===== config.mk =====
export PLATFORM = sky130hd
export DESIGN_NAME = tfr_fault_resp
export DESIGN_NICKNAME = d
export VERILOG_FILES = /design/src/logic/tfr_pkg.sv /design/src/logic/tfr_sync.sv /design/src/logic/tfr_fault_resp.sv
export VERILOG_INCLUDE_DIRS = /design/src /design/src/logic
export SDC_FILE = /design/constraint.sdc
export NUM_CORES = 1
export LEC_CHECK = 0
export ABC_AREA = 1
export BUFFER_PORTS_ARGS = -buffer_cell sky130_fd_sc_hd__buf_2
export CAP_MARGIN = 30
export CORE_UTILIZATION = 55
export DETAILED_ROUTE_END_ITERATION = 10
export GPL_TIMING_DRIVEN = 0
export PLACE_DENSITY = 0.9
export SYNTH_ARGS = -nofsm -noshare
export SYNTH_HDL_FRONTEND = slang
export SYNTH_HIERARCHICAL = 1
export SYNTH_SLANG_ARGS = --single-unit

===== constraint.sdc =====
create_clock -name clk -period 2.65 [get_ports clk]
set_input_delay 0.3975 -clock clk [delete_from_list [all_inputs] [get_ports clk]]
set_output_delay 0.3975 -clock clk [all_outputs]
set_load 0.02 [all_outputs]

===== src/logic/tfr_defs.svh =====
// constants of the temperature fault response block
// Summary of operation
// - die overtemp sets other-fault summary, vendor word bit and vendor-status overtemp bit.
// - every temperature fault drives the alert line unless its source is masked.
// - die action response codes 00 and 01 are unsupported; writing them raises comm fault.
// - die response 10 disables the output at once, then follows the retry field.
// - die response 11 holds output off only while the condition lasts, then resumes.
// - latched fault bits clear only by clear-faults, off-then-on, or bias reapplied.
// - retry 000 means no restart; output stays off until the fault is cleared.
// - die action retry values 001 to 111 are rejected and raise comm fault.
// - die action delay bits 2:0 are ignored whatever they hold.
// - external overtemp action at 0x50, paged, read/write, default 0xb8.
// - external undertemp action at 0x54, paged, read/write, default 0xb8.
// - external overtemp sets temperature summary bit and temperature-status overtemp bit.
// - external undertemp sets temperature summary bit and temperature-status undertemp bit.
// - external faults come from converter results, so response lags one conversion.
// - each external action command carries exactly one data byte.
// - die action at 0xd6, read-only, shared by both channels, default 0xc0.
// - external response 00 keeps operating after the fault is flagged.
// - external retry 111 restarts continuously, spaced by the retry delay.
`ifndef TFR_DEFS_SVH
`define TFR_DEFS_SVH

`define TFR_CMD_EXT_OT     8'h50
`define TFR_CMD_EXT_UT     8'h54
`define TFR_CMD_DIE_OT     8'hd6
`define TFR_CMD_STAT_BYTE  8'h78
`define TFR_CMD_STAT_WORD  8'h79
`define TFR_CMD_STAT_TEMP  8'h7d
`define TFR_CMD_STAT_VEND  8'h80

`define TFR_EXT_ACT_RST    8'hb8
`define TFR_DIE_ACT_RST    8'hc0

`define TFR_RESP_HI        7
`define TFR_RESP_LO        6
`define TFR_RETRY_HI       5
`define TFR_RETRY_LO       3

`define TFR_RESP_GO        2'h0
`define TFR_RESP_BAD       2'h1
`define TFR_RESP_SHUT      2'h2
`define TFR_RESP_HOLD      2'h3
`define TFR_RETRY_NONE     3'h0
`define TFR_RETRY_LOOP     3'h7

`define TFR_SB_OTHER       0
`define TFR_SB_COMM        1
`define TFR_SB_TEMP        2
`define TFR_SW_VEND        12
`define TFR_ST_OT          7
`define TFR_ST_UT          4
`define TFR_SV_OT          6

`define TFR_MSK_DIE        0
`define TFR_MSK_OT         1
`define TFR_MSK_UT         2
`define TFR_MSK_COMM       3

`endif


===== src/logic/tfr_pkg.sv =====
// types of the temperature fault response block
package tfr_pkg;

    typedef struct packed {
        logic       valid;
        logic       write;
        logic       page;
        logic [7:0] code;
        logic [7:0] data;
    } tfr_cmd_type;

    typedef struct packed {
        logic       done;
        logic [1:0] ot;
        logic [1:0] ut;
    } tfr_adc_type;

    typedef enum logic [2:0] {
        ST_OFF  = 3'b001,
        ST_ON   = 3'b010,
        ST_SHUT = 3'b100
    } tfr_chan_type;

endpackage


===== src/logic/tfr_sync.sv =====
// two flip-flop synchroniser for asynchronous level inputs
`timescale 1ns/1ps
module tfr_sync #(
    parameter int W = 1
) (
    input  wire logic         clk,
    input  wire logic         resetn,
    input  wire logic [W-1:0] din,
    output logic      [W-1:0] dout
);
    logic [W-1:0] meta_r;

    for (genvar i = 0; i < W; i++) begin : g_bit
        always_ff @(posedge clk or negedge resetn) begin
            if (!resetn) begin
                meta_r[i] <= 1'b0;
                dout[i]   <= 1'b0;
            end else begin
                meta_r[i] <= din[i];
                dout[i]   <= meta_r[i];
            end
        end
    end
endmodule // tfr_sync


===== src/logic/tfr_fault_resp.sv =====
// temperature fault response: action bytes, status bits, alert and channel enables
`timescale 1ns/1ps
`include "tfr_defs.svh"
module tfr_fault_resp
    import tfr_pkg::*;
(
    input  wire logic              clk,
    input  wire logic              resetn,
    input  wire tfr_cmd_type       cmd,
    input  wire tfr_adc_type       adc,
    input  wire logic              dieHot,
    input  wire logic [1:0]        runPin,
    input  wire logic [1:0]        opOn,
    input  wire logic              clearFaults,
    input  wire logic              retryGo,
    input  wire logic [3:0]        alertMask,
    output logic      [15:0]       rdData,
    output logic                   rdValid,
    output logic      [1:0]        chanEn,
    output logic                   alertOe
);
    logic [2:0]   syncOut;
    logic         dieSync;
    logic [1:0]   runSync;
    logic [1:0]   onReq;
    logic [1:0]   onRise;
    logic         dieRise;
    logic         dieFall;

    tfr_chan_type state_r [2];
    tfr_chan_type state_nxt [2];
    logic [7:0]   otAct_r [2];
    logic [7:0]   otAct_nxt [2];
    logic [7:0]   utAct_r [2];
    logic [7:0]   utAct_nxt [2];
    logic [1:0]   dieBit_r, dieBit_nxt;
    logic [1:0]   otBit_r, otBit_nxt;
    logic [1:0]   utBit_r, utBit_nxt;
    logic [1:0]   otCond_r, otCond_nxt;
    logic [1:0]   utCond_r, utCond_nxt;
    logic [1:0]   shutRetry_r, shutRetry_nxt;
    logic [1:0]   onReq_r;
    logic         dieSeen_r;
    logic         commFault_r, commFault_nxt;
    logic [1:0]   chanEn_r, chanEn_nxt;
    logic         alertOe_r, alertOe_nxt;
    logic [15:0]  rdData_r, rdData_nxt;
    logic         rdValid_r, rdValid_nxt;
    logic [3:0]   srcVec;
    logic [7:0]   dieAct;

    // the die action byte is fixed; it never needs a flip-flop
    assign dieAct = `TFR_DIE_ACT_RST;

    tfr_sync #(.W(3)) u_sync (
        .clk    (clk),
        .resetn (resetn),
        .din    ({runPin, dieHot}),
        .dout   (syncOut)
    );

    assign dieSync = syncOut[0];
    assign runSync = syncOut[2:1];
    assign onReq   = runSync & opOn;
    assign onRise  = onReq & ~onReq_r;
    assign dieRise = dieSync & ~dieSeen_r;
    assign dieFall = ~dieSync & dieSeen_r;
    assign srcVec  = {commFault_r, |utBit_r, |otBit_r, |dieBit_r};

    function automatic logic [1:0] resp_of(input logic [7:0] act);
        resp_of = act[`TFR_RESP_HI:`TFR_RESP_LO];
    endfunction

    function automatic logic [2:0] retry_of(input logic [7:0] act);
        retry_of = act[`TFR_RETRY_HI:`TFR_RETRY_LO];
    endfunction

    // external action byte accepts responses 00 and 10 only
    function automatic logic ext_ok(input logic [7:0] act);
        ext_ok = (resp_of(act) == `TFR_RESP_GO) || (resp_of(act) == `TFR_RESP_SHUT);
    endfunction

    // die action byte: response 1x, retry 000, delay bits don't care
    function automatic logic die_ok(input logic [7:0] act);
        die_ok = act[`TFR_RESP_HI] && (retry_of(act) == `TFR_RETRY_NONE);
    endfunction

    function automatic logic [7:0] stat_byte(input logic ch, input logic [1:0] d, input logic [1:0] o,
                                             input logic [1:0] u, input logic c);
        stat_byte = 8'h00;
        stat_byte[`TFR_SB_OTHER] = d[ch] | c;
        stat_byte[`TFR_SB_COMM]  = c;
        stat_byte[`TFR_SB_TEMP]  = o[ch] | u[ch];
    endfunction

    always_comb begin
        logic wrEn;
        logic dieShut;
        logic extShut;
        logic extRetry;
        wrEn          = cmd.valid & cmd.write;
        commFault_nxt = commFault_r;
        dieBit_nxt    = dieBit_r;
        otBit_nxt     = otBit_r;
        utBit_nxt     = utBit_r;
        otCond_nxt    = otCond_r;
        utCond_nxt    = utCond_r;
        shutRetry_nxt = shutRetry_r;
        chanEn_nxt    = 2'b00;
        dieShut       = 1'b0;
        extShut       = 1'b0;
        extRetry      = 1'b0;
        if (clearFaults) begin
            commFault_nxt = 1'b0;
        end
        // one data byte per transfer: the command port carries a single byte
        if (wrEn && cmd.code == `TFR_CMD_DIE_OT && !die_ok(cmd.data)) begin
            commFault_nxt = 1'b1;
        end
        for (int ch = 0; ch < 2; ch++) begin
            otAct_nxt[ch] = otAct_r[ch];
            utAct_nxt[ch] = utAct_r[ch];
            state_nxt[ch] = state_r[ch];
            if (wrEn && cmd.page == ch[0] && cmd.code == `TFR_CMD_EXT_OT) begin
                if (ext_ok(cmd.data)) begin
                    otAct_nxt[ch] = cmd.data;
                end else begin
                    commFault_nxt = 1'b1;
                end
            end
            if (wrEn && cmd.page == ch[0] && cmd.code == `TFR_CMD_EXT_UT) begin
                if (ext_ok(cmd.data)) begin
                    utAct_nxt[ch] = cmd.data;
                end else begin
                    commFault_nxt = 1'b1;
                end
            end
            // clears first so that a fault in the same cycle still wins
            if (clearFaults || onRise[ch]) begin
                dieBit_nxt[ch] = 1'b0;
                otBit_nxt[ch]  = 1'b0;
                utBit_nxt[ch]  = 1'b0;
            end
            if (dieRise) begin
                dieBit_nxt[ch] = 1'b1;
            end
            // converter results are the only source, hence up to one conversion of lag
            if (adc.done) begin
                otCond_nxt[ch] = adc.ot[ch];
                utCond_nxt[ch] = adc.ut[ch];
                if (adc.ot[ch]) begin
                    otBit_nxt[ch] = 1'b1;
                end
                if (adc.ut[ch]) begin
                    utBit_nxt[ch] = 1'b1;
                end
            end
            dieShut  = dieRise && resp_of(dieAct) == `TFR_RESP_SHUT;
            extShut  = adc.done && ((adc.ot[ch] && resp_of(otAct_r[ch]) == `TFR_RESP_SHUT) ||
                                    (adc.ut[ch] && resp_of(utAct_r[ch]) == `TFR_RESP_SHUT));
            extRetry = (adc.ot[ch] && retry_of(otAct_r[ch]) == `TFR_RETRY_LOOP) ||
                       (adc.ut[ch] && retry_of(utAct_r[ch]) == `TFR_RETRY_LOOP);
            unique case (state_r[ch])
                ST_OFF: begin
                    if (onReq[ch]) begin
                        state_nxt[ch] = ST_ON;
                    end
                end
                ST_ON: begin
                    if (!onReq[ch]) begin
                        state_nxt[ch] = ST_OFF;
                    end else if (dieShut || extShut) begin
                        state_nxt[ch]     = ST_SHUT;
                        shutRetry_nxt[ch] = extShut && !dieShut && extRetry;
                    end
                end
                ST_SHUT: begin
                    if (!onReq[ch]) begin
                        state_nxt[ch] = ST_OFF;
                    end else if (clearFaults) begin
                        state_nxt[ch] = ST_ON;
                    end else if (shutRetry_r[ch] && retryGo && !otCond_r[ch] && !utCond_r[ch]) begin
                        state_nxt[ch] = ST_ON;
                    end
                end
                default: begin
                    state_nxt[ch] = ST_OFF;
                end
            endcase
            // hold mode masks the enable only while the die is hot
            chanEn_nxt[ch] = (state_nxt[ch] == ST_ON) &&
                             !(dieSync && resp_of(dieAct) == `TFR_RESP_HOLD);
        end
        alertOe_nxt = |(srcVec & ~alertMask);
    end

    always_ff @(posedge clk or negedge resetn) begin
        if (!resetn) begin
            for (int ch = 0; ch < 2; ch++) begin
                state_r[ch] <= ST_OFF;
                otAct_r[ch] <= `TFR_EXT_ACT_RST;
                utAct_r[ch] <= `TFR_EXT_ACT_RST;
            end
            dieBit_r    <= 2'b00;
            otBit_r     <= 2'b00;
            utBit_r     <= 2'b00;
            otCond_r    <= 2'b00;
            utCond_r    <= 2'b00;
            shutRetry_r <= 2'b00;
            onReq_r     <= 2'b00;
            dieSeen_r   <= 1'b0;
            commFault_r <= 1'b0;
            chanEn_r    <= 2'b00;
            alertOe_r   <= 1'b0;
        end else begin
            for (int ch = 0; ch < 2; ch++) begin
                state_r[ch] <= state_nxt[ch];
                otAct_r[ch] <= otAct_nxt[ch];
                utAct_r[ch] <= utAct_nxt[ch];
            end
            dieBit_r    <= dieBit_nxt;
            otBit_r     <= otBit_nxt;
            utBit_r     <= utBit_nxt;
            otCond_r    <= otCond_nxt;
            utCond_r    <= utCond_nxt;
            shutRetry_r <= shutRetry_nxt;
            onReq_r     <= onReq;
            dieSeen_r   <= dieSync;
            commFault_r <= commFault_nxt;
            chanEn_r    <= chanEn_nxt;
            alertOe_r   <= alertOe_nxt;
        end
    end

    // read path
    always_comb begin
        logic p;
        p           = cmd.page;
        rdValid_nxt = cmd.valid && !cmd.write;
        rdData_nxt  = 16'h0000;
        unique case (cmd.code)
            `TFR_CMD_EXT_OT:    rdData_nxt[7:0] = otAct_r[p];
            `TFR_CMD_EXT_UT:    rdData_nxt[7:0] = utAct_r[p];
            `TFR_CMD_DIE_OT:    rdData_nxt[7:0] = dieAct;
            `TFR_CMD_STAT_BYTE: rdData_nxt[7:0] = stat_byte(p, dieBit_r, otBit_r, utBit_r, commFault_r);
            `TFR_CMD_STAT_WORD: begin
                rdData_nxt[7:0]          = stat_byte(p, dieBit_r, otBit_r, utBit_r, commFault_r);
                rdData_nxt[`TFR_SW_VEND] = dieBit_r[p];
            end
            `TFR_CMD_STAT_TEMP: begin
                rdData_nxt[`TFR_ST_OT] = otBit_r[p];
                rdData_nxt[`TFR_ST_UT] = utBit_r[p];
            end
            `TFR_CMD_STAT_VEND: rdData_nxt[`TFR_SV_OT] = dieBit_r[p];
            default:            rdData_nxt = 16'h0000;
        endcase
        if (!rdValid_nxt) begin
            rdData_nxt = rdData_r;
        end
    end

    always_ff @(posedge clk or negedge resetn) begin
        if (!resetn) begin
            rdData_r  <= 16'h0000;
            rdValid_r <= 1'b0;
        end else begin
            rdData_r  <= rdData_nxt;
            rdValid_r <= rdValid_nxt;
        end
    end

    assign rdData  = rdData_r;
    assign rdValid = rdValid_r;
    assign chanEn  = chanEn_r;
    assign alertOe = alertOe_r;

    a_die_status_set: assert property (@(posedge clk) disable iff (!resetn)
        dieRise |=> dieBit_r == 2'b11)
        else $error("die overtemp did not latch status");

    a_alert_follows: assert property (@(posedge clk) disable iff (!resetn)
        ##1 alertOe_r == $past(|(srcVec & ~alertMask)))
        else $error("alert does not follow unmasked faults");

    a_bad_die_comm: assert property (@(posedge clk) disable iff (!resetn)
        (cmd.valid && cmd.write && cmd.code == `TFR_CMD_DIE_OT && !cmd.data[7]) |=> commFault_r)
        else $error("unsupported die response did not raise comm fault");

    a_bad_retry_comm: assert property (@(posedge clk) disable iff (!resetn)
        (cmd.valid && cmd.write && cmd.code == `TFR_CMD_DIE_OT && cmd.data[5:3] != 3'h0) |=> commFault_r)
        else $error("unsupported die retry did not raise comm fault");

    a_ext_shut_now: assert property (@(posedge clk) disable iff (!resetn)
        (state_r[0] == ST_ON && onReq[0] && adc.done && adc.ot[0] && otAct_r[0][7:6] == 2'h2)
        |=> (state_r[0] == ST_SHUT && !chanEn_r[0]))
        else $error("shut response did not disable output");

    a_hold_resume: assert property (@(posedge clk) disable iff (!resetn)
        (dieFall && state_r[0] == ST_ON && onReq[0] && !adc.done) |=> chanEn_r[0])
        else $error("output not re-enabled after die cooled");

    a_flag_sticky: assert property (@(posedge clk) disable iff (!resetn)
        (otBit_r[0] && !clearFaults && !onRise[0]) |=> otBit_r[0])
        else $error("overtemp flag cleared without cause");

    a_no_restart: assert property (@(posedge clk) disable iff (!resetn)
        (state_r[0] == ST_SHUT && !shutRetry_r[0] && !clearFaults && onReq[0]) |=> state_r[0] == ST_SHUT)
        else $error("output restarted with retry disabled");

    a_ext_ut_flag: assert property (@(posedge clk) disable iff (!resetn)
        (adc.done && adc.ut[1]) |=> utBit_r[1])
        else $error("undertemp flag not set");

    a_reject_write: assert property (@(posedge clk) disable iff (!resetn)
        (cmd.valid && cmd.write && !cmd.page && cmd.code == `TFR_CMD_EXT_OT && cmd.data[6])
        |=> (otAct_r[0] == $past(otAct_r[0]) && commFault_r))
        else $error("unsupported action byte was stored");
endmodule // tfr_fault_resp


# Word-level counts from Yosys, hierarchy flattened
# Cells that the tools add are included.
[totals]
input_bits = 37
ff_bits = 73
out_inout_bits = 20
word_cells = 182
[op_classes]
reduce_logical = 59
eq_ne = 24
n_bitwise = 12
muxes = 58
magnitude_cmp = 2
[ops]
columns = ["cell", "n"]
rows = [
  ["$mux 8", 6],
  ["$eq 8x7->1 const B", 5],
  ["$mux 3", 12],
  ["$mux 1", 33],
  ["$logic_and 1x1->1", 30],
  ["$eq 3x3->1 const B", 6],
  ["$pmux 3 s3", 2],
  ["$eq 8x8->1 const B", 2],
  ["$eq 3x2->1 const B", 4],
  ["$pmux 4 s3", 1],
  ["$eq 2x2->1 const B", 5],
  ["$pmux 1 s4", 2],
  ["$reduce_and 2->1", 4],
  ["$reduce_or 2->1", 4],
  ["$logic_not 1->1", 7],
  ["$logic_or 1x1->1", 7],
  ["$eq 3x1->1 const B", 2],
  ["$reduce_and 3->1", 2],
  ["$and 2x2->2", 2],
  ["$and 4x4->4", 1],
  ["$not 4->4", 1],
  ["$reduce_bool 2->1", 2],
  ["$reduce_or 4->1", 1],
  ["$logic_not 3->1", 1],
  ["10 further kinds", 13],
]

# Logic depth before layout (Yosys ltp)
# Gate-level depths: netlist (run 1).
[logic_depth]
ltp_word = 13
mapped_depth = 9
mapped_depth_nobuf = 9

# Modules after synthesis
# The synthesis (run 1) kept the hierarchy.
[by_module_without_submodules]
columns = ["module", "cells_per_inst", "instances", "area_each_um2", "seq_area_each_um2"]
rows = [
  ["tfr_fault_resp", 452, 1, 3563.4, 1699.1],
  ["tfr_sync", 6, 1, 150.1, 150.1],
]

# Worst setup path after synthesis (run 1)
# OpenSTA, ideal clock, no wires.
[synth_path]
kind = "input to register"
startpoint = "in cmd[16] in the netlist's numbering"
endpoint = "reg rdData_r[5] (netlist: rdData[5])"
arrival_ns = 1.189
slack_ns = 1.345
path_buffers = 2
cell_stages = 7
required_ns = 2.533
setup_ns = 0.117
path_cell_list = "buf_2 > buf_2 > or2_2 > nand3_1 > nand2_1 > nand2_1 > nand2_1"
[synth_between]
elab_chain_cells = 5
elab_cells_between_ends = 8
classes_between = "mux: 7; bitwise: 1"
[synth_rtl]
columns = ["item", "line", "source"]
rows = [
  ["start, declared", "tfr_fault_resp.sv:9", "input wire tfr_cmd_type cmd,"],
  ["$not 1->2 (not written as such) *", "tfr_fault_resp.sv:242, tfr_fault_resp.sv:243", ""],
  ["$mux 8 (on tied branches) (3 in series)", "tfr_fault_resp.sv:243, tfr_fault_resp.sv:242", ""],
  ["$pmux 1 s2 *", "tfr_fault_resp.sv:241", "unique case (cmd.code)"],
  ["end signal, assigned", "tfr_fault_resp.sv:267", "rdData_r <= rdData_nxt;"],
  ["end, declared", "tfr_fault_resp.sv:47", "logic [15:0] rdData_r, rdData_nxt;"],
]
# Mark *: on every way between the ends. The rest lies on a longest branch, timed or not. The select of a mux whose other input is x is not followed.
# A chain may end at the register's enable or synchronous reset.

# Final worst setup path (run 1)
[layout_path]
startpoint = "reg rdData_r[12] (netlist: rdData[12])"
endpoint = "out rdData[12]"
[layout_rtl]
columns = ["item", "line", "source"]
rows = [
  ["end, declared", "tfr_fault_resp.sv:17", "output logic [15:0] rdData,"],
]
# No word-level cell between the ends.

==> implementation parameters, run 1 <==
Parameter                              Value

Route
  Drt via density ... 5.33
  Detailed-router iteration count before antenna repair ... 7
  WL met3 ... 509 µm
  Total via count in the routed design ... 3222
  Highest layer used for signal routing ... met4
  Detailed-routed wire length on met2 ... 4.13 mm
  Detailed Route Iter0 Violations ... 272
  Total wirelength of the detailed-routed design ... 8.67 mm
  Detailed-route wire length on metal 1 ... 3.82 mm
  Antenna Violating Nets Remaining ... 0
  Post-detailed-route wirelength per cell ... 14.4 µm
  Number of remaining DRC errors ... 16

GRT
  Antenna violations before repair ... 0
  Number of global-route vias before repair ... 3244
  Total overflow reported by the global router ... 0
  GR Util All Layers ... 27.1%
  Maximum number of pins on one net before global-route repair ... 74
  Wire length of the first global-routing pass ... 14.9 mm

Synth
  Share of flip-flops with an asynchronous set or reset ... 100%
  Number of warnings reported in the yosys synthesis log ... 6
  EDFF count, synth ... 0
  Most numerous cell in the Yosys netlist ... sky130_fd_sc_hd__nand2_1
  Share of the synthesized area in the top cell type ... 37.1%
  Count of unique library cells instantiated by Yosys ... 29
  Fraction of the yosys area taken by sequential cells ... 49.8%
  Gate count after technology mapping ... 458
  Syn Std Cell Area ... 3710 µm²
  Top cells by area in the synthesized netlist ... sky130_fd_sc_hd__dfrtp_1 (37%), sky130_fd_sc_hd__nand2_1 (15%), sky130_fd_sc_hd__dfstp_2 (13%), sky130_fd_sc_hd__nand3_1 (5.1%), sky130_fd_sc_hd__inv_1 (5.0%)
  Flip-flop and latch count after synthesis ... 73
  Average instance area after synthesis ... 8.11 µm²
  Post-synth top flop ... sky130_fd_sc_hd__dfrtp_1
  Commonest cells post-synth ... sky130_fd_sc_hd__nand2_1 (150), sky130_fd_sc_hd__dfrtp_1 (55), sky130_fd_sc_hd__inv_1 (49)
  Post-synthesis cell type with the largest combined area ... sky130_fd_sc_hd__dfrtp_1

Timing
  Tightest hold margin ... 0.146 ns
  Max-Slew Margin vs Limit ... 41.7%
  Slew at the pin closest to its max-slew limit ... 0.875 ns
  Min Clock Period, post-route ... 1.29 ns
  Post-route clock skew ... 0.0117 ns
  Number of failing hold endpoints at the final stage ... 0
  Final total negative setup slack ... 0 ns
  Endpoints failing setup ... 0
  Final critical-path share of the clock period ... 48.8%
  Fin. max-slew vios ... 0
  Fmax ... 0.773 GHz
  RSZ-0062 raised after global routing ... false

Finish
  Final Net Count ... 559
  Final-layout fill cell count ... 533
  Final non-filler cell area ... 4280 µm²
  Layout cells sized above 1 ... 27.3%
  Layout area overhead ... 15.2%
  Diodes inserted ... 0

Clock tree
  CTS buffer count ... 9
  Clock transition time at the flip-flop clock pins of the worst setup and hold paths ... 0.08 ns
  H-tree levels ... 3
  Max Root-Sink Buffers ... 2
  Number of gates resized after CTS ... 0
  Number of hold buffers added after CTS ... 0
  TritonCTS clock tree ... yes
  Setup Fix Bufs, Post-CTS ... 0
  Sink count of the clock tree ... 73
  Library cell used as clock root buffer ... sky130_fd_sc_hd__clkbuf_8
  Clk Latency, worst-skew pair ... 0.36 ns

Power
  Total power consumption of the routed design ... 0.00231 W
  Total power per unit cell area ... 541 nW/µm²
  Worst vdd rail ir drop ... 0.000419 V
  Leakage ... 2.35 nW

Placement
  Area post-placement ... 4070 µm²
  Count of buffers inserted at the top-level ports ... 47
  Placer Congestion ... 0.948
  Detailed placer's ending HPWL ... 6.35 mm

Floorplan
  Die height ... 84.2 µm
  Initial Util ... 57.8%
  Placeable core region ... 6420 µm²
  Chip width ... 84.2 µm
  Number of I/O pins ... 57
  Site row count ... 29
  Die area ... 7080 µm²

Setup path
  Crit Path Class ... register to primary output
  Critical path buffers and inverters ... 1
  Biggest cell delay along the critical path ... 0.39 ns
  FF-to-FF setup slack ... 1.41 ns
  Kind of start point of the critical path ... register
  Worst Path Max Fanout ... 2
  Data arrival time of the worst path ... 0.90 ns
  Chain of cells forming the critical path ... buf_2
  Worst Setup End Kind ... primary output
  Library cell contributing the largest single delay on the critical path ... sky130_fd_sc_hd__dfrtp_1
  Required time at the endpoint of the critical path ... 2.25 ns
  Delay-heaviest family, CP ... flip-flops

Job
  Number of max-cap violations ... 0

Hold path
  Worst min-delay path class ... primary input to asynchronous set/reset pin

Status
  Outcome ... finished, violations left
  Failing checks ... DRC
==> kinds of logic (layout without fill, tap and decap cells) <==
group,Yosys count,count (layout),synth area share [%]
other,1,7,0.101
AND/OR/NAND/NOR,258,258,31.5
flip-flops,73,73,49.8
AO/OA/AOI/OAI,55,55,9.60
buffers and inverters,71,134,9.03
==> per-stage QoR <==
| stage | util (%) | cells | setup WS [ns] |
|---|---|---|---|
| after detailed placement | 63.4 | 588 | 1.00 |
| after global routing | 66.6 | 604 | 1.20 |
| after global placement | 63.3 | 588 | 0.853 |
| after CTS | 66.6 | 604 | 1.35 |
| final | 66.6 | 604 | 1.36 |
| after floorplan | - | 464 | 1.34 |
==> worst paths after layout <==
| kind | from | end | cells past startpoint |
|---|---|---|---|
| setup / recovery | rdData[12] | rdData[12] | 1 |
| hold reg to reg | u_sync/meta_r[0] | u_sync/dout[0] | 0 |
| min in group clk | dieHot | u_sync/meta_r[0] | 1 |
| setup reg to reg | utAct_r[7] | shutRetry_r[1] | 5 |
| max in group asynchronous | resetn | utAct_r[10] | 1 |
| hold / removal | resetn | u_sync/dout[2] | 1 |
==> layer usage <==
metal	GRT usage, %	vias up
li1	-	1569
met1	36.2	1526
met2	41.8	109
met3	5.90	18
met4	14.4	0
met5	0	-
==> report_power, final <==
group	total, W	internal [W]	switching, W
registers	0.00117	0.00115	0.0000156
logic	0.000235	0.0000706	0.000164
clock network	0.000909	0.000489	0.000421
==> state kept, by name, indices dropped and copies added (netlist names) <==
register	cells
chanEn	2
otAct_r	16
u_sync/dout	3
otCond_r	2
rdValid	1
onReq_r	2
shutRetry_r	2
commFault_r	1
u_sync/meta_r	3
state_r	6
alertOe	1
utAct_r	16
dieSeen_r	1
utBit_r	2
utCond_r	2
otBit_r	2
dieBit_r	2
rdData	9
==> cells in the final DEF (no fill, tap or decap), types with 4 or more instances in the layout <==
cell type                  instances
sky130_fd_sc_hd__a21oi_1           6
sky130_fd_sc_hd__buf_2            49
sky130_fd_sc_hd__buf_4             9
sky130_fd_sc_hd__buf_6             4
sky130_fd_sc_hd__clkbuf_8         11
sky130_fd_sc_hd__conb_1            7
sky130_fd_sc_hd__dfrtp_1          55
sky130_fd_sc_hd__dfstp_2          18
sky130_fd_sc_hd__inv_1            49
sky130_fd_sc_hd__inv_2             5
sky130_fd_sc_hd__nand2_1         150
sky130_fd_sc_hd__nand2_2           7
sky130_fd_sc_hd__nand2_4           6
sky130_fd_sc_hd__nand3_1          38
sky130_fd_sc_hd__nand4_1          13
sky130_fd_sc_hd__nor2_1           29
sky130_fd_sc_hd__nor2_2            4
sky130_fd_sc_hd__o21ai_0          20
sky130_fd_sc_hd__o21ai_1           7
sky130_fd_sc_hd__o21ai_2          21
==> final cells by class <==
type	count	area, µm²	area share [%]
Buffer	16	124	2.90
Clock buffer	12	155	3.63
Clock inverter	4	52.6	1.23
Inverter	55	211	4.94
Multi-Input combinational cell	320	1550	36.3
Sequential cell	73	1850	43.2
Tap cell	77	96.3	2.25
Timing Repair Buffer	47	238	5.56
Power figures use the tool's default switching activity.
==> run 2, diff against run 1 <==
Settings changed: ABC_AREA 1 to 0, CORE_UTILIZATION 55 to 50, PLACE_DENSITY 0.9 to 0.87.
Clock period 2.65 ns to 1.1 ns, I/O delays scaled along.
==> implementation parameters, run 2 <==
Parameter                              Value

Timing
  RSZ-0062 raised after global routing ... true (was false)
  Slew at the pin closest to its max-slew limit ... 0.888 ns (was 0.875 ns)
  Number of failing hold endpoints at the final stage ... 55 (was 0)
  Max-Slew Margin vs Limit ... 40.8% (was 41.7%)
  Min Clock Period, post-route ... 1.60 ns
  Tightest hold margin ... -0.0722 ns (was 0.146 ns)
  Final critical-path share of the clock period ... 145%
  Post-route clock skew ... 0.00487 ns (was 0.0117 ns)
  Worst-case setup margin in the final layout ... -0.497 ns (was 1.36 ns)
  Fin. max-slew vios ... 0 (unchanged)
  Fmax ... 0.626 GHz
  Final total negative setup slack ... -15.58 ns (was 0 ns)
  Endpoints failing setup ... 50 (was 0)

Synth
  Post-synthesis cell type with the largest combined area ... sky130_fd_sc_hd__dfrtp_1 (unchanged)
  Share of flip-flops with an asynchronous set or reset ... 100% (unchanged)
  Share of the synthesized area in the top cell type ... 40.9% (was 37.1%)
  Number of warnings reported in the yosys synthesis log ... 6 (unchanged)
  Gate count after technology mapping ... 274 (was 458)
  Post-Synth Adder-Cell Area ... 0% (unchanged)
  Top cells by area in the synthesized netlist ... sky130_fd_sc_hd__dfrtp_1 (41%), sky130_fd_sc_hd__dfstp_2 (14%), sky130_fd_sc_hd__mux2_2 (12%), sky130_fd_sc_hd__mux4_2 (4.0%), sky130_fd_sc_hd__nand2_1 (2.0%) (was sky130_fd_sc_hd__dfrtp_1 (37%), sky130_fd_sc_hd__nand2_1 (15%), sky130_fd_sc_hd__dfstp_2 (13%), sky130_fd_sc_hd__nand3_1 (5.1%), sky130_fd_sc_hd__inv_1 (5.0%))
  Mux contribution to synthesized area ... 17.5% (was 0%)
  Most numerous cell in the Yosys netlist ... sky130_fd_sc_hd__dfrtp_1 (was sky130_fd_sc_hd__nand2_1)
  Syn Std Cell Area ... 3370 µm² (was 3710 µm²)
  Post-synth top flop ... sky130_fd_sc_hd__dfrtp_1 (unchanged)
  Dominant combinational cell family by area after synthesis ... multiplexers (was simple AND/OR/NAND/NOR gates)
  EDFF count, synth ... 0 (unchanged)
  Flip-flop and latch count after synthesis ... 73 (unchanged)
  Average instance area after synthesis ... 12.3 µm² (was 8.11 µm²)
  Xor/xnor cell area share of the yosys netlist ... 0% (unchanged)
  Count of unique library cells instantiated by Yosys ... 50 (was 29)
  Compound-cell area share of the yosys netlist ... 9.22% (was 9.60%)
  Post-synthesis share of cell area spent on and, or, nand and nor gates ... 14.8% (was 31.5%)
  Commonest cells post-synth ... sky130_fd_sc_hd__dfrtp_1 (55), sky130_fd_sc_hd__mux2_2 (35), sky130_fd_sc_hd__dfstp_2 (18), sky130_fd_sc_hd__nand2_1 (18), sky130_fd_sc_hd__nor2_1 (16) (was sky130_fd_sc_hd__nand2_1 (150), sky130_fd_sc_hd__dfrtp_1 (55), sky130_fd_sc_hd__inv_1 (49))
  Fraction of the yosys area taken by sequential cells ... 54.9% (was 49.8%)

Placement
  Placed Cells incl. Taps ... 405 (was 588)
  Worst Setup Slack post-DPL ... -0.979 ns (was 1.00 ns)
  Count of buffers inserted at the top-level ports ... 48 (was 47)
  Placer Congestion ... 0.883 (was 0.948)
  Detailed placer's ending HPWL ... 5.12 mm (was 6.35 mm)

Setup path
  Critical path buffers and inverters ... 1 (unchanged)
  Kind of start point of the critical path ... primary input (was register)
  Crit Path Class ... primary input to register (was register to primary output)
  Critical path launch point ... cmd[13] (was rdData[12])
  Endpoint of the worst register-to-register path ... shutRetry_r[0] (was shutRetry_r[1])
  Worst reg2reg startpoint ... utAct_r[15] (was utAct_r[7])
  FF-to-FF setup slack ... -0.45 ns (was 1.41 ns)
  Delay-heaviest family, CP ... simple AND/OR/NAND/NOR gates (was flip-flops)
  Chain of cells forming the critical path ... buf_6, or3_4, or4_4, nor2_8, mux2_4 (was buf_2)
  Data arrival time of the worst path ... 1.84 ns (was 0.90 ns)
  Path depth of the worst reg2reg path ... 4 (was 5)
  Worst Path Max Fanout ... 8 (was 2)
  Critical path depth in cells ... 5 (was 1)
  Library cell contributing the largest single delay on the critical path ... sky130_fd_sc_hd__or4_4 (was sky130_fd_sc_hd__dfrtp_1)
  Biggest cell delay along the critical path ... 0.60 ns (was 0.39 ns)
  Worst Setup End Kind ... register (was primary output)
  Required time at the endpoint of the critical path ... 1.34 ns (was 2.25 ns)

Floorplan
  Initial Util ... 52.4% (was 57.8%)
  Die height ... 84.0 µm (was 84.2 µm)
  Chip width ... 84.0 µm (was 84.2 µm)
  Number of I/O pins ... 57 (unchanged)
  Site row count ... 29 (unchanged)
  Placeable core region ... 6420 µm² (unchanged)
  Die area ... 7060 µm² (was 7080 µm²)

Finish
  Layout area overhead ... 35.5% (was 15.2%)
  Final Net Count ... 403 (was 559)
  Utilization after layout ... 71.0% (was 66.6%)
  Leading cell type in the layout, fill and taps excluded ... sky130_fd_sc_hd__dfrtp_1 (was sky130_fd_sc_hd__nand2_1)
  Leading cell types in the layout, fill and taps excluded ... sky130_fd_sc_hd__dfrtp_1 (55), sky130_fd_sc_hd__buf_2 (43), sky130_fd_sc_hd__buf_4 (33), sky130_fd_sc_hd__mux2_2 (25), sky130_fd_sc_hd__dfstp_2 (18) (was sky130_fd_sc_hd__nand2_1 (150), sky130_fd_sc_hd__dfrtp_1 (55), sky130_fd_sc_hd__inv_1 (49), sky130_fd_sc_hd__buf_2 (49), sky130_fd_sc_hd__nand3_1 (38))
  Diodes inserted ... 0 (unchanged)
  Layout cells sized above 1 ... 57.1% (was 27.3%)
  Final non-filler cell total ... 448 (was 604)
  Final-layout fill cell count ... 412 (was 533)

GRT
  Antenna violations before repair ... 0 (unchanged)
  Maximum number of pins on one net before global-route repair ... 74 (unchanged)
  Wire length of the first global-routing pass ... 13.3 mm (was 14.9 mm)
  Total overflow reported by the global router ... 0 (unchanged)
  Number of global-route vias before repair ... 2680 (was 3244)
  GR Util All Layers ... 24.8% (was 27.1%)

Clock tree
  H-tree levels ... 3 (unchanged)
  Clk Latency, worst-skew pair ... 0.35 ns (was 0.36 ns)
  Sink count of the clock tree ... 73 (unchanged)
  TritonCTS clock tree ... yes (unchanged)
  Max Root-Sink Buffers ... 2 (unchanged)
  Clock transition time at the flip-flop clock pins of the worst setup and hold paths ... 0.07 ns (was 0.08 ns)
  Library cell used as clock root buffer ... sky130_fd_sc_hd__clkbuf_8 (unchanged)
  CTS buffer count ... 9 (unchanged)

Route
  Drt via density ... 6.03 (was 5.33)
  Detailed-router iteration count before antenna repair ... 8 (was 7)
  Post-detailed-route wirelength per cell ... 20.1 µm (was 14.4 µm)
  Detailed Route Iter0 Violations ... 265 (was 272)
  Number of remaining DRC errors ... 16 (unchanged)
  Total wirelength of the detailed-routed design ... 9.00 mm (was 8.67 mm)
  Total via count in the routed design ... 2700 (was 3222)
  Antenna Violating Nets Remaining ... 0 (unchanged)

Job
  Number of max-cap violations ... 0 (unchanged)

Power
  Total power per unit cell area ... 1280 nW/µm² (was 541 nW/µm²)
  Total power consumption of the routed design ... 0.00582 W (was 0.00231 W)
  Leakage ... 2.16 nW (was 2.35 nW)
  Worst vdd rail ir drop ... 0.000686 V (was 0.000419 V)

Hold path
  Worst min-delay path class ... primary input to asynchronous set/reset pin (unchanged)

Status
  Outcome ... finished, violations left (unchanged)
  Failing checks ... DRC, hold timing, setup timing (was DRC)
-- run 2: cell count changes in the layout (fill, tap and decap cells not counted), moves of 9 or more --
cell                      before  now
sky130_fd_sc_hd__o21ai_0      20    0
sky130_fd_sc_hd__nor2_1       29   13
sky130_fd_sc_hd__nand2_1     150   17
sky130_fd_sc_hd__nand4_1      13    4
sky130_fd_sc_hd__inv_1        49    6
sky130_fd_sc_hd__mux2_2        0   25
sky130_fd_sc_hd__o21ai_2      21    2
sky130_fd_sc_hd__buf_4         9   33
sky130_fd_sc_hd__nand3_1      38    5
sky130_fd_sc_hd__mux2_4        0   10
-- run 2: kinds of logic after synthesis --
group,count (synthesis)
mux,47
simple gates,86
flops,73
buf+inv,23
other cells,1
compound gates,44
-- run 2: power by group --
part | internal (W) | leakage [nW] | switching (W)
Clock | 0.00134 | 0.113 | 0.00101
Sequential | 0.00278 | 0.909 | 0.0000815
Combinational | 0.000271 | 1.14 | 0.000351
-- run 2: how the worst max path moves through the flow --
stage,endpoint,slack [ns]
final,otAct_r[2],-0.50
after global routing,utAct_r[0],-0.51
after CTS,otAct_r[2],-0.59
after detailed placement,utAct_r[0],-0.98
after global placement,otAct_r[2],-0.94
after floorplan,otAct_r[0],-0.76
-- run 2: what timing repair did --
action | CTS | global route
endpoints found under the setup margin | 49 | 59
hold buffers | 3 | 0
buffers inserted | 13 | 15
hold endpoints to repair | 58 | 0
gates resized for setup | 44 | 45
pin swaps | 18 | 20
-- run 2: per-layer routing --
layer / GRT usage (%) / vias up / part of all wire (%)
li1: - / 1181 / -
met1: 31.9 / 1355 / 41
met2: 39.5 / 134 / 50
met3: 5.64 / 30 / 5.9
met4: 12.9 / 0 / 3.0
met5: 0 / - / 0
-- run 2: layout make-up --
type / instances / area, µm² / area share (%)
Sequential cell: 73 / 1850 / 40.6
Multi-Input combinational cell: 184 / 1760 / 38.5
Timing Repair Buffer: 79 / 519 / 11.4
Clock buffer: 11 / 141 / 3.10
Tap cell: 77 / 96.3 / 2.11
Buffer: 12 / 91.3 / 2.00
Clock inverter: 5 / 78.8 / 1.73
Inverter: 7 / 26.3 / 0.576
-- run 2: stage by stage --
step,hold slack [ns],instance area (µm²)
after global routing,-0.00156,4560
after detailed placement,0.275,3760
after CTS,-0.0324,4280
final,-0.0722,4560
after global placement,0.273,3760
after floorplan,-0.131,3420
==> run 3, diff against run 2 <==
Settings changed: CORE_UTILIZATION 50 to 52, CTS_BUF_LIST set to sky130_fd_sc_hd__clkbuf_8, PLACE_DENSITY 0.87 to 0.8.
==> implementation parameters, run 3 (synthesized netlist as in run 2, its figures left out) <==
Parameter                              Value

GRT
  Number of global-route vias before repair ... 2598 (was 2680)
  GR Util All Layers ... 27.3% (was 24.8%)
  Maximum number of pins on one net before global-route repair ... 74 (unchanged)
  Antenna violations before repair ... 0 (unchanged)
  Total overflow reported by the global router ... 0 (unchanged)
  Wire length of the first global-routing pass ... 13.0 mm (was 13.3 mm)

Finish
  Final-layout fill cell count ... 344 (was 412)
  Layout area overhead ... 37.2% (was 35.5%)
  Total area of multi-input combinational cells ... 1800 µm² (was 1760 µm²)
  Leading cell types in the layout, fill and taps excluded ... sky130_fd_sc_hd__dfrtp_1 (53), sky130_fd_sc_hd__buf_2 (42), sky130_fd_sc_hd__buf_4 (24), sky130_fd_sc_hd__mux2_2 (18), sky130_fd_sc_hd__dfstp_2 (18) (was sky130_fd_sc_hd__dfrtp_1 (55), sky130_fd_sc_hd__buf_2 (43), sky130_fd_sc_hd__buf_4 (33), sky130_fd_sc_hd__mux2_2 (25), sky130_fd_sc_hd__dfstp_2 (18))
  Register Area ... 1850 µm² (about the same)
  Layout cells sized above 1 ... 57.9% (was 57.1%)
  Final non-filler cell area ... 4620 µm² (was 4560 µm²)
  Utilization after layout ... 75.8% (was 71.0%)
  Diodes inserted ... 0 (unchanged)
  Final Net Count ... 400 (was 403)
  Leading cell type in the layout, fill and taps excluded ... sky130_fd_sc_hd__dfrtp_1 (unchanged)

Setup path
  Kind of start point of the critical path ... primary input (unchanged)
  Data arrival time of the worst path ... 1.85 ns (was 1.84 ns)
  Biggest cell delay along the critical path ... 0.61 ns (was 0.60 ns)
  Worst Setup End Kind ... register (unchanged)
  Crit Path Class ... primary input to register (unchanged)
  Required time at the endpoint of the critical path ... 1.35 ns (was 1.34 ns)
  FF-to-FF setup slack ... -0.46 ns (was -0.45 ns)
  Endpoint of the worst register-to-register path ... shutRetry_r[0] (unchanged)
  Path depth of the worst reg2reg path ... 4 (unchanged)
  Worst Path Max Fanout ... 8 (unchanged)
  Chain of cells forming the critical path ... buf_6, or3_4, or4_4, nor2_8, mux2_4 (unchanged)
  Library cell contributing the largest single delay on the critical path ... sky130_fd_sc_hd__or4_4 (unchanged)
  Delay-heaviest family, CP ... simple AND/OR/NAND/NOR gates (unchanged)
  Worst reg2reg startpoint ... utAct_r[15] (unchanged)
  Critical path launch point ... cmd[13] (unchanged)
  Critical path buffers and inverters ... 1 (unchanged)

Power
  Total power consumption of the routed design ... 0.00593 W (was 0.00582 W)
  Total power per unit cell area ... 1280 nW/µm² (about the same)
  Total net switching power ... 0.00149 W (was 0.00144 W)
  Clock power frac ... 41.1% (was 40.3%)
  Relative contribution of combinational cells to total power ... 10.7% (about the same)
  Proportion of total power due to net switching ... 25.1% (was 24.7%)
  Register share of total power ... 48.1% (was 49.1%)
  Leakage ... 2.15 nW (was 2.16 nW)
  Cell-internal power ... 0.00444 W (was 0.00438 W)
  Worst vdd rail ir drop ... 0.000884 V (was 0.000686 V)

Timing
  Fmax ... 0.625 GHz (was 0.626 GHz)
  Final critical-path share of the clock period ... 145% (about the same)
  Post-route clock skew ... 0.00574 ns (was 0.00487 ns)
  Tightest hold margin ... -0.0806 ns (was -0.0722 ns)
  Worst-case setup margin in the final layout ... -0.499 ns (was -0.497 ns)
  Slew at the pin closest to its max-slew limit ... 0.888 ns (about the same)
  RSZ-0062 raised after global routing ... true (unchanged)
  Min Clock Period, post-route ... 1.60 ns (about the same)
  Endpoints failing setup ... 51 (was 50)
  Number of failing hold endpoints at the final stage ... 55 (unchanged)
  Fin. max-slew vios ... 0 (unchanged)
  Max-Slew Margin vs Limit ... 40.8% (about the same)
  Final total negative setup slack ... -14.80 ns (was -15.58 ns)

Hold path
  Worst min-delay path class ... primary input to asynchronous set/reset pin (unchanged)

Placement
  Area post-placement ... 3760 µm² (about the same)
  Detailed placer's ending HPWL ... 5.20 mm (was 5.12 mm)
  Count of buffers inserted at the top-level ports ... 48 (unchanged)
  Placer Congestion ... 0.868 (was 0.883)
  Worst Setup Slack post-DPL ... -0.978 ns (was -0.979 ns)

Job
  Number of max-cap violations ... 0 (unchanged)

Clock tree
  Max Root-Sink Buffers ... 2 (unchanged)
  Library cell used as clock root buffer ... sky130_fd_sc_hd__clkbuf_8 (unchanged)
  Clk Latency, worst-skew pair ... 0.36 ns (was 0.35 ns)
  Clock transition time at the flip-flop clock pins of the worst setup and hold paths ... 0.08 ns (was 0.07 ns)
  Sink count of the clock tree ... 73 (unchanged)
  Number of hold buffers added after CTS ... 3 (unchanged)
  H-tree levels ... 3 (unchanged)
  CTS buffer count ... 9 (unchanged)
  TritonCTS clock tree ... yes (unchanged)

Status
  Failing checks ... hold timing, setup timing (was DRC, hold timing, setup timing)
  Outcome ... finished, violations left (unchanged)

Route
  Post-detailed-route wirelength per cell ... 21.6 µm (was 20.1 µm)
  Number of remaining DRC errors ... 0 (was 16)
  Total via count in the routed design ... 2701 (was 2700)
  Detailed Route Iter0 Violations ... 252 (was 265)
  Antenna Violating Nets Remaining ... 0 (unchanged)
  Total wirelength of the detailed-routed design ... 9.57 mm (was 9.00 mm)
  Detailed-router iteration count before antenna repair ... 4 (was 8)
  Drt via density ... 6.10 (was 6.03)

Floorplan
  Initial Util ... 55.2% (was 52.4%)
  Chip width ... 82.5 µm (was 84.0 µm)
  Number of I/O pins ... 57 (unchanged)
  Site row count ... 28 (was 29)
  Placeable core region ... 6100 µm² (was 6420 µm²)
  Die height ... 82.5 µm (was 84.0 µm)
  Die area ... 6800 µm² (was 7060 µm²)
## run 3: cell types whose count changed in the layout (fill, tap and decap cells not counted), moves of 2 or more
cell,before,now
sky130_fd_sc_hd__buf_4,33,24
sky130_fd_sc_hd__buf_6,8,15
sky130_fd_sc_hd__mux2_2,25,18
sky130_fd_sc_hd__mux2_4,10,17
sky130_fd_sc_hd__dfrtp_1,55,53
sky130_fd_sc_hd__dfrtp_2,0,2
sky130_fd_sc_hd__o21ai_0,0,2
## run 3: metrics by stage
step	hold WS (ns)	instances
after global routing	-0.0126	443
after detailed placement	0.275	403
after CTS	-0.0431	434
after floorplan	-0.131	280
after global placement	0.272	403
final	-0.0806	443
## run 3: power by group through the flow
| stage | Combinational [W] | Clock (W) | Sequential [W] |
|---|---|---|---|
| 2_1_floorplan | 0.000249 | 0 | 0.00289 |
| 3_3_place_gp | 0.000464 | 0 | 0.00288 |
| 3_5_place_dp | 0.000474 | 0 | 0.00289 |
| 4_1_cts | 0.000559 | 0.00246 | 0.00284 |
| 5_1_grt | 0.000682 | 0.00258 | 0.00287 |
| 6_report | 0.000637 | 0.00244 | 0.00285 |
## run 3: cell type report
class                      instances  share of cell area, %
sequential                        73                   40.1
multi-input combinational        184                   39.0
timing repair buffer              76                   11.4
clock buffer                      11                   3.28
tap                               75                   2.03
buffer                            12                   1.98
clock inverter                     5                   1.68
inverter                           7                  0.569
## run 3: how the worst max path moves through the flow
stage	cells after the start	slack [ns]	endpoint
floorplan	5	-0.76	otAct_r[0]
global placement	6	-0.94	otAct_r[0]
detailed placement	6	-0.98	utAct_r[1]
finish	5	-0.50	otAct_r[1]
global route	5	-0.51	otAct_r[1]
CTS	6	-0.57	utAct_r[1]
## run 3: timing repair
| action | in CTS | in global routing |
|---|---|---|
| buffers inserted | 14 | 12 |
| gates resized for setup | 49 | 58 |
| gates cloned | 0 | 0 |
| hold endpoints to repair | 58 | 14 |
| pin swaps | 20 | 22 |
| setup endpoints to repair | 50 | 57 |
## run 3: metal layers
metal	track usage, %	up-vias	wire length [µm]
met3	7.58	33	726
met5	0	-	0
met1	34.1	1355	3800
met4	12.3	0	367
met2	44.3	138	4680
li1	-	1175	-
